--- src/shared/dpmc_pkg.sv ---
// Constants and types for the push-pull driver protection and mode control.
// Assumes a single 100 MHz clock and comparator results arriving as pins.
`default_nettype none
package dpmc_pkg;
  localparam int CLK_PERIOD_NS = 10;
  // Overvoltage stop delay, least time, rounded up.
  localparam int OVP_DELAY_NS = 550;
  localparam int OVP_DELAY_CYC = (OVP_DELAY_NS + CLK_PERIOD_NS - 1) / CLK_PERIOD_NS;
  // Hiccup off-time after a limit trip.
  localparam int HICCUP_NS = 100;
  localparam int HICCUP_CYC = (HICCUP_NS + CLK_PERIOD_NS - 1) / CLK_PERIOD_NS;
  // Hard-short response, longest time, rounded down.
  localparam int HARD_RESP_NS = 65;
  localparam int HARD_RESP_CYC = HARD_RESP_NS / CLK_PERIOD_NS;
  // Hard-short persistence before the soft-start capacitor is dumped.
  localparam int HARD_PERSIST_US = 200;
  localparam int HARD_PERSIST_CYC = HARD_PERSIST_US * 1000 / CLK_PERIOD_NS;
  // Enable glitch filter.
  localparam int EN_GLITCH_NS = 5000;
  localparam int EN_GLITCH_CYC = EN_GLITCH_NS / CLK_PERIOD_NS;
  // Internal oscillator half period and soft-start ramp.
  localparam int SW_HALF_CYC = 50;
  localparam int SS_STEP_CYC = 16;
  localparam logic [7:0] GATE_FULL = 8'hff;
  localparam logic [7:0] GATE_ZERO = 8'h00;
  // Cycles without an external clock edge that count as a lost clock.
  localparam logic [7:0] EXT_TIMEOUT_CYC = 8'hc8;
  // Selectable current limit span, in mA.
  localparam logic [10:0] LIMIT_MIN_MA = 11'h064;
  localparam logic [10:0] LIMIT_MAX_MA = 11'h514;
  localparam logic [10:0] LIMIT_STEP_MA = 11'h064;
  localparam int PIN_COUNT = 11;

  typedef enum logic [1:0] {ST_OFF, ST_SOFT, ST_RUN, ST_DISCHARGE} dpmc_mode_t;

  typedef struct packed {
    logic supplyOk;
    logic ovRise;
    logic ovFall;
    logic tempHot;
    logic tempCool;
    logic enLevel;
    logic limitTrip;
    logic hardDip;
    logic hardTrip;
    logic clkFloat;
    logic extClk;
  } dpmc_pins_t;

  typedef struct packed {
    dpmc_pins_t sync1;
    dpmc_pins_t sync2;
    dpmc_pins_t sync3;
    dpmc_pins_t pin;
    dpmc_mode_t mode;
    logic phase;
    logic [7:0] halfCnt;
    logic syncMode;
    logic extPrev;
    logic [7:0] extTimer;
    logic [5:0] ovpCnt;
    logic ovpHalt;
    logic thermHalt;
    logic enFilt;
    logic [9:0] enCnt;
    logic [7:0] gateLevel;
    logic [3:0] ssCnt;
    logic [3:0] hicCnt;
    logic [14:0] hardCnt;
    logic gateA;
    logic gateB;
    logic drvEn;
    logic [10:0] limitMa;
  } dpmc_state_t;
endpackage : dpmc_pkg
`default_nettype wire

--- src/hw/dpmc_core.sv ---
// Protection and mode control for a push-pull transformer driver.
// Assumes analog comparators feed the pins asynchronously and that the
// drain stage floats whenever driveEnable is low.
//
// Contract
// - Overvoltage stops switching after 550 ns.
// - Overvoltage halt holds until falling threshold.
// - Current limit off during soft-start.
// - Compare switch current against selected limit.
// - Dip depth splits soft from hard short.
// - Soft short: 100 ns off, then retry.
// - Both switches off during retry interval.
// - Hard short trips fast at fixed level.
// - Long hard short discharges, then restarts.
// - Switch only with enable and supply good.
// - Enable without supply keeps switch idle.
// - Enable input passes a 5 us filter.
// - Floating enable reads as shutdown.
// - Thermal cutoff stops switching with hysteresis.
// - Power-up or enable rise runs soft-start.
// - Run mode switches at a fixed frequency.
// - Disabled or low supply floats drains.
// - Sync mode divides external clock by two.
// - Sync mode never reverts without power cycle.
// - Sync mode disables duty and spreading.
// - Floating clock pin stops switching.
`timescale 1ns/10ps
`default_nettype none
module dpmc_core #(
  parameter int HARD_PERSIST = dpmc_pkg::HARD_PERSIST_CYC
) (
  input wire logic mclk,
  input wire logic rst_n,
  input wire dpmc_pkg::dpmc_pins_t pinsIn,
  input wire logic [3:0] limitCode,
  output logic gateA,
  output logic gateB,
  output logic driveEnable,
  output logic ocpEnable,
  output logic softStartDischarge,
  output logic [7:0] gateLevel,
  output logic [10:0] limitMa,
  output logic syncMode,
  output logic dutyEnable,
  output logic spreadEnable
);
  import dpmc_pkg::*;

  dpmc_state_t st;
  dpmc_state_t next_st;

  // Limit codes above the top of the span saturate at the highest limit.
  function automatic logic [10:0] limitOf(input logic [3:0] code);
    logic [10:0] ma;
    ma = LIMIT_MIN_MA + 11'(code) * LIMIT_STEP_MA;
    if (ma > LIMIT_MAX_MA)
    begin
      ma = LIMIT_MAX_MA;
    end
    return ma;
  endfunction : limitOf

  always_comb
  begin
    logic hardNow;
    logic fault;
    logic extEdge;
    logic stall;
    logic active;
    logic gateOn;
    hardNow = 1'b0;
    fault = 1'b0;
    extEdge = 1'b0;
    stall = 1'b0;
    active = 1'b0;
    gateOn = 1'b0;
    next_st = st;

    // A pin counts as changed only once the second and third stages agree.
    next_st.sync1 = pinsIn;
    next_st.sync2 = st.sync1;
    next_st.sync3 = st.sync2;
    for (int i = 0; i < PIN_COUNT; i++)
    begin
      if (st.sync2[i] == st.sync3[i])
      begin
        next_st.pin[i] = st.sync3[i];
      end
    end

    // Overvoltage: the stop waits out the response delay, the halt waits for the low side.
    if (st.ovpHalt)
    begin
      next_st.ovpCnt = 6'h00;
      if (st.pin.ovFall)
      begin
        next_st.ovpHalt = 1'b0;
      end
    end
    else if (st.pin.ovRise)
    begin
      next_st.ovpCnt = st.ovpCnt + 6'h01;
      if (st.ovpCnt == 6'(OVP_DELAY_CYC - 1))
      begin
        next_st.ovpHalt = 1'b1;
      end
    end
    else
    begin
      next_st.ovpCnt = 6'h00;
    end

    // Separate hot and cool comparators give the hysteresis.
    if (st.pin.tempHot)
    begin
      next_st.thermHalt = 1'b1;
    end
    else if (st.pin.tempCool)
    begin
      next_st.thermHalt = 1'b0;
    end

    // The filtered enable resets low, so an undriven pin leaves the part shut down.
    if (st.pin.enLevel != st.enFilt)
    begin
      next_st.enCnt = st.enCnt + 10'h001;
      if (st.enCnt == 10'(EN_GLITCH_CYC - 1))
      begin
        next_st.enFilt = st.pin.enLevel;
        next_st.enCnt = 10'h000;
      end
    end
    else
    begin
      next_st.enCnt = 10'h000;
    end

    // Sync mode is entered on the first valid external edge and is never left.
    next_st.extPrev = st.pin.extClk;
    extEdge = st.pin.extClk && !st.extPrev && !st.pin.clkFloat;
    if (extEdge)
    begin
      next_st.syncMode = 1'b1;
      next_st.extTimer = 8'h00;
    end
    else if (st.extTimer != EXT_TIMEOUT_CYC)
    begin
      next_st.extTimer = st.extTimer + 8'h01;
    end
    stall = st.pin.clkFloat || (st.syncMode && st.extTimer == EXT_TIMEOUT_CYC);

    hardNow = st.pin.hardDip && st.pin.hardTrip;
    fault = st.ovpHalt || st.thermHalt || !st.pin.supplyOk || !st.enFilt || stall;

    case (st.mode)
      ST_OFF:
      begin
        next_st.gateLevel = GATE_ZERO;
        next_st.ssCnt = 4'h0;
        if (!fault)
        begin
          next_st.mode = ST_SOFT;
        end
      end
      ST_SOFT:
      begin
        next_st.ssCnt = st.ssCnt + 4'h1;
        if (st.ssCnt == 4'(SS_STEP_CYC - 1))
        begin
          next_st.gateLevel = st.gateLevel + 8'h01;
        end
        if (st.gateLevel == GATE_FULL)
        begin
          next_st.mode = ST_RUN;
        end
      end
      ST_RUN:
      begin
        next_st.gateLevel = GATE_FULL;
      end
      ST_DISCHARGE:
      begin
        next_st.gateLevel = GATE_ZERO;
        next_st.ssCnt = 4'h0;
        if (!hardNow)
        begin
          next_st.mode = ST_SOFT;
        end
      end
      default:
      begin
        next_st.mode = ST_OFF;
      end
    endcase

    // A hard short that outlives the persistence window restarts from an empty ramp.
    if (hardNow && (st.mode == ST_SOFT || st.mode == ST_RUN))
    begin
      next_st.hardCnt = st.hardCnt + 15'h0001;
      if (st.hardCnt >= 15'(HARD_PERSIST - 1))
      begin
        next_st.mode = ST_DISCHARGE;
        next_st.gateLevel = GATE_ZERO;
        next_st.hardCnt = 15'h0000;
      end
    end
    else
    begin
      next_st.hardCnt = 15'h0000;
    end

    if (fault)
    begin
      next_st.mode = ST_OFF;
      next_st.gateLevel = GATE_ZERO;
    end

    // Hiccup retries; the limit comparator is ignored until the ramp finishes.
    if (st.hicCnt != 4'h0)
    begin
      next_st.hicCnt = st.hicCnt - 4'h1;
    end
    else if (st.mode == ST_RUN && st.pin.limitTrip && !st.pin.hardDip)
    begin
      next_st.hicCnt = 4'(HICCUP_CYC);
    end

    // Phase comes from the internal divider or from each external rising edge.
    active = (st.mode == ST_SOFT || st.mode == ST_RUN);
    if (!active)
    begin
      next_st.halfCnt = 8'h00;
    end
    else if (st.syncMode)
    begin
      if (extEdge)
      begin
        next_st.phase = !st.phase;
      end
    end
    else if (st.halfCnt == 8'(SW_HALF_CYC - 1))
    begin
      next_st.halfCnt = 8'h00;
      next_st.phase = !st.phase;
    end
    else
    begin
      next_st.halfCnt = st.halfCnt + 8'h01;
    end

    // The gates drop in the same edge that a retry starts, and one edge after a fault or a hard short shows in the state.
    gateOn = active && !fault && !hardNow && next_st.hicCnt == 4'h0;
    next_st.gateA = gateOn && !next_st.phase;
    next_st.gateB = gateOn && next_st.phase;
    next_st.drvEn = active && !fault;
    next_st.limitMa = limitOf(limitCode);
  end

  always_ff @(posedge mclk or negedge rst_n)
  begin
    if (!rst_n)
    begin
      st <= '0;
    end
    else
    begin
      st <= next_st;
    end
  end

  assign gateA = st.gateA;
  assign gateB = st.gateB;
  assign driveEnable = st.drvEn;
  assign ocpEnable = (st.mode == ST_RUN);
  assign softStartDischarge = (st.mode == ST_DISCHARGE);
  assign gateLevel = st.gateLevel;
  assign limitMa = st.limitMa;
  assign syncMode = st.syncMode;
  // Duty control and spreading make no sense against a foreign clock.
  assign dutyEnable = !st.syncMode;
  assign spreadEnable = !st.syncMode;
endmodule : dpmc_core
`default_nettype wire

--- config.mk ---
export PLATFORM = sky130hd
export DESIGN_NAME = dpmc_core
export DESIGN_NICKNAME = d
export VERILOG_FILES = /design/src/shared/dpmc_pkg.sv /design/src/hw/dpmc_core.sv
export SDC_FILE = /design/constraint.sdc
export NUM_CORES = 1
export LEC_CHECK = 0
export ABC_CLOCK_PERIOD_IN_PS = 5640
export BUFFER_PORTS_ARGS = -buffer_cell sky130_fd_sc_hd__buf_2
export CAP_MARGIN = 20
export CORE_MARGIN = 2
export CORE_UTILIZATION = 60
export CTS_BUF_LIST = sky130_fd_sc_hd__clkbuf_16
export DETAILED_ROUTE_END_ITERATION = 10
export HOLD_SLACK_MARGIN = 0.05
export PLACE_DENSITY_LB_ADDON = 0.25
export SKIP_CTS_REPAIR_TIMING = 1
export SLEW_MARGIN = 10
export SYNTH_ARGS = -nofsm -noshare
export SYNTH_HDL_FRONTEND = slang
export SYNTH_SLANG_ARGS = --single-unit
--- constraint.sdc ---
create_clock -name mclk -period 5.64 [get_ports mclk]
set_clock_uncertainty 0.05 [all_clocks]
set_input_delay 1.692 -clock mclk [delete_from_list [all_inputs] [get_ports mclk]]
set_output_delay 1.692 -clock mclk [all_outputs]
set_load 0.005 [all_outputs]
* Word level (Yosys, flattened, before mapping)
Cells that the tools add are included.
** Word-level totals
- Bits of input ports :: 17
- Logic and storage cells :: 169
- Output and inout bits :: 27
- Register bits :: 129
** Cells by class
- Reductions and logical operators :: 36
- Multiplexer cells :: 35
- Equality and inequality tests :: 23
- Multiply operators :: 1
- $add $sub $neg :: 9
- $lt $le $gt $ge :: 2
** Operators by type and width (number)
- $mux W8 :: 9
- $mux W15 :: 2
- $add A8 B1 Y8 const B :: 3
- $pmux W8 S3 :: 1
- $mux W10 :: 2
- $eq A8 B8 Y1 const B :: 2
- $add A15 B1 Y15 const B :: 1
- $ge A15 B15 Y1 const B :: 1
- $logic_and A1 B1 Y1 :: 12
- $add A7 B11 Y11 const A :: 1
- $eq A1 B1 Y1 :: 11
- $gt A11 B11 Y1 const B :: 1
- $mux W11 :: 1
- $add A10 B1 Y10 const B :: 1
- $eq A10 B9 Y1 const B :: 1
- $logic_not A1 Y1 :: 10
- $mux W2 :: 5
- $mul A4 B5 Y9 const B :: 1
- $mux W1 :: 9
- $eq A8 B6 Y1 const B :: 1
- $mux W4 :: 2
- $ne A8 B8 Y1 const B :: 1
- $pmux W4 S2 :: 1
- $mux W7 :: 1
- other kinds (18) :: 26

* Depth between registers and ports, before layout
- Depth after elaboration :: 9
- Depth in mapped cells :: 12
- Mapped depth without buffers :: 11

* Least setup slack after synthesis
No wires, ideal clock.
- Path kind :: input port to flip-flop
- Start point :: input port limitCode[0]
- End point :: register st (netlist bit limitMa[2])
- Required time :: 5472 ps
- Buffers on the path :: 1
- Slack :: 1504 ps
- Arrival :: 3968 ps
- Stages :: 11
- Library setup time :: 118 ps
- Cells stage by stage :: inv_1 > ha_1 > ha_1 > inv_1 > fa_1 > clkbuf_1 > or2_2 > nor2_1 > a21oi_1 > or3_1 > a21o_1
** RTL lines
- from (decl) :: line dpmc_core.sv:35 : input wire logic [3:0] limitCode,
- to (signal assigned) :: line dpmc_core.sv:267 : st <= next_st;
- to (decl) :: line dpmc_core.sv:49 : dpmc_state_t st;

==> results_dict.tcl <==
set metrics [dict create \
    outcome "finished, final reports clean" \
    finalHoldViolations 0 \
    end_kind "register" \
    synth_largest_area_cell "dfrtp_1" \
    netlist_area_um2 5819 \
    row_count 35 \
    synth_cell_type_count 61 \
    cp.arrival_ns 4.36 \
    rsz0062_at_grt "false" \
    totalWireLength_um 10410 \
    synth_flop_cell "dfrtp_1" \
    start_util_pct 62.39 \
    worst_setup_path_start_kind "primary input" \
    cts-root-buf "clkbuf_16" \
    grt_max_degree 52 \
    drtIter0Drc 176 \
    vias 3804 \
    hold_path.class "register to register" \
    io_pins 44 \
    seq_area_frac_synth_pct 54.61 \
    antenna_cells 0 \
    area_delta_synth_final_pct 13.70 \
    pre_cts_slack_ns 1.114 \
    cts_buffers 17 \
    syn_inst 526 \
    die_area_um2 10500 \
    drtPass1Iterations 4 \
    drive_above_1_share_pct 15.30 \
    grt_pass1_wl_um 17840 \
    tns_ns 0 \
    yosysWarnings 0 \
    setup_slack_ns 1.524 \
    nets 607 \
    synth-seq-cells 127 \
    clockBufferDepth 2 \
    drc 0 \
    ir_drop_mv 0.2440 \
    synth_common_cells "dfrtp_1, nor2_1, nand2_1, nand3_1" \
    clk_pin_slew_ns 0.06 \
    antenna_found_initial 0 \
    cp_max_fo 6 \
    core_um2 9328 \
    max_freq_ghz 0.2430 \
    dp_hpwl_um 6853 \
    htree_levels 4 \
    p_leak_nw 3.062 \
    avgViaCountPerCell 5.403 \
    io_buffers 41 \
    insertion_delay_ns 0.41 \
    fin_crit_sh_pct 72.97 \
    drv_slew 0 \
    gp_congestion 0.8713 \
    cts.sinks 127 \
    min_period_ns 4.116 \
    synth_top_cell_area_share_pct 54.61 \
    crit_required_ns 5.88 \
    syn_area_per_cell_um2 11.06 \
    p_total_mw 2.321 \
    dieWidth_um 102.5 \
    pwr_density_cell_nw_per_um2 350.8 \
    yosysMostFrequentCell "dfrtp_1" \
    overflow 0 \
    synth_area_leaders "dfrtp_1, ha_1, nor2_1" \
    cap_violations 0 \
    final_antenna_net_count 0 \
    setup_viol 0 \
    die_y_um 102.5 \
    max_slew_margin_pct 49.24 \
    track_usage_pct 22.30 \
    cts_tree "yes" \
    synthArstFlopShare_pct 100.0 \
    post_drt_wl_per_cell_um 14.79 \
    tightest_slew_ns 0.7614 \
    n_fill_cell 667 \
    grt_pass1_vias 3852 \
    critPathKind "primary input to register" \
    synth-edff-count 0 \
]
## layer usage
metal / global-route usage [%] / wire [um] / up-vias
met5: 0 / 0 / -
met4: 8.103 / 136 / 0
met3: 7.387 / 372 / 18
met1: 28.61 / 4670 / 1857
met2: 35.65 / 5232 / 79
li1: - / - / 1850
## registers in the layout, indices dropped and copies added, names as in the netlist
signal	cells
driveEnable	1
gateA	1
gateB	1
gateLevel	8
limitMa	9
next_st	23
st	83
syncMode	1
## kinds of logic (layout without fill, tap and decap cells)
| family | after synthesis | count (layout) | synth area share [%] |
|---|---|---|---|
| AND/OR/NAND/NOR | 184 | 184 | 15.76 |
| flip-flops | 127 | 127 | 54.61 |
| AO/OA/AOI/OAI | 71 | 71 | 8.213 |
| XOR/XNOR | 49 | 49 | 7.375 |
| buffers and inverters | 47 | 95 | 4.493 |
| adder cells (fa/ha/maj) | 39 | 39 | 8.041 |
| multiplexers | 8 | 8 | 1.441 |
| other | 1 | 2 | 0.06444 |
## where the power goes
| part | switching (mW) | total (mW) | internal [mW] |
|---|---|---|---|
| Combinational | 0.124 | 0.218 | 0.0938 |
| Clock | 0.396 | 1.09 | 0.692 |
| Sequential | 0.0425 | 1.02 | 0.973 |
## through the flow
step / cells / area [um^2] / utilization (%) / hold slack [ns]
finish: 704 / 6616 / 70.93 / 0.2962
global route: 704 / 6616 / 70.93 / 0.3027
CTS: 704 / 6616 / 70.93 / 0.2985
detailed placement: 672 / 6021 / 64.55 / 0.2855
global placement: 672 / 6021 / 64.55 / 0.2820
floorplan: 527 / 5823 / - / 0.2812
## worst max-delay path, cell delays in order
cell and delay, ns:
buf_2 0.16, inv_1 0.09, ha_1 0.32, ha_1 0.19, inv_1 0.06, fa_1 0.43, and3b_4 0.35, o211ai_4 0.11
nor3_1 0.24, a21oi_1 0.09, or3_1 0.42, a21o_1 0.20
## final cells by class
cell class | count | area (um^2) | share of cell area [%]
sequential | 127 | 3178 | 48.03
multi-input combinational | 353 | 2384 | 36.02
clock buffer | 17 | 425.4 | 6.430
timing repair buffer | 43 | 222.7 | 3.366
clock inverter | 15 | 170.2 | 2.572
tap | 129 | 161.4 | 2.439
inverter | 20 | 75.07 | 1.135
## worst paths after layout
kind                         startpoint      endpoint  slack [ns]  depth (start not counted)
setup / recovery           limitCode[0]    limitMa[2]        1.52                         12
hold / removal             next_st[117]  next_st[106]        0.30                          0
setup reg to reg                 st[83]  gateLevel[4]        3.36                          6
hold reg to reg            next_st[117]  next_st[106]        0.30                          0
max in group asynchronous         rst_n  next_st[103]        3.36                          2
min in group asynchronous         rst_n         gateB        1.20                          1
## cell usage in the layout, fill, tap and decap left out, types with 5 or more instances in the layout
cell type and n:
clkbuf_16 17, xnor2_1 22, and3_1 15, nand2_1 30
xor2_1 27, o21ai_0 19, mux2i_1 5, maj3_1 11
buf_2 40, nand2b_1 6, a21oi_1 24, inv_1 22
nand3_1 30, dfrtp_1 127, nand4_1 9, nor2_1 63
nor3_1 5, ha_1 27
Note: power is estimated with default switching activity, not from simulation.
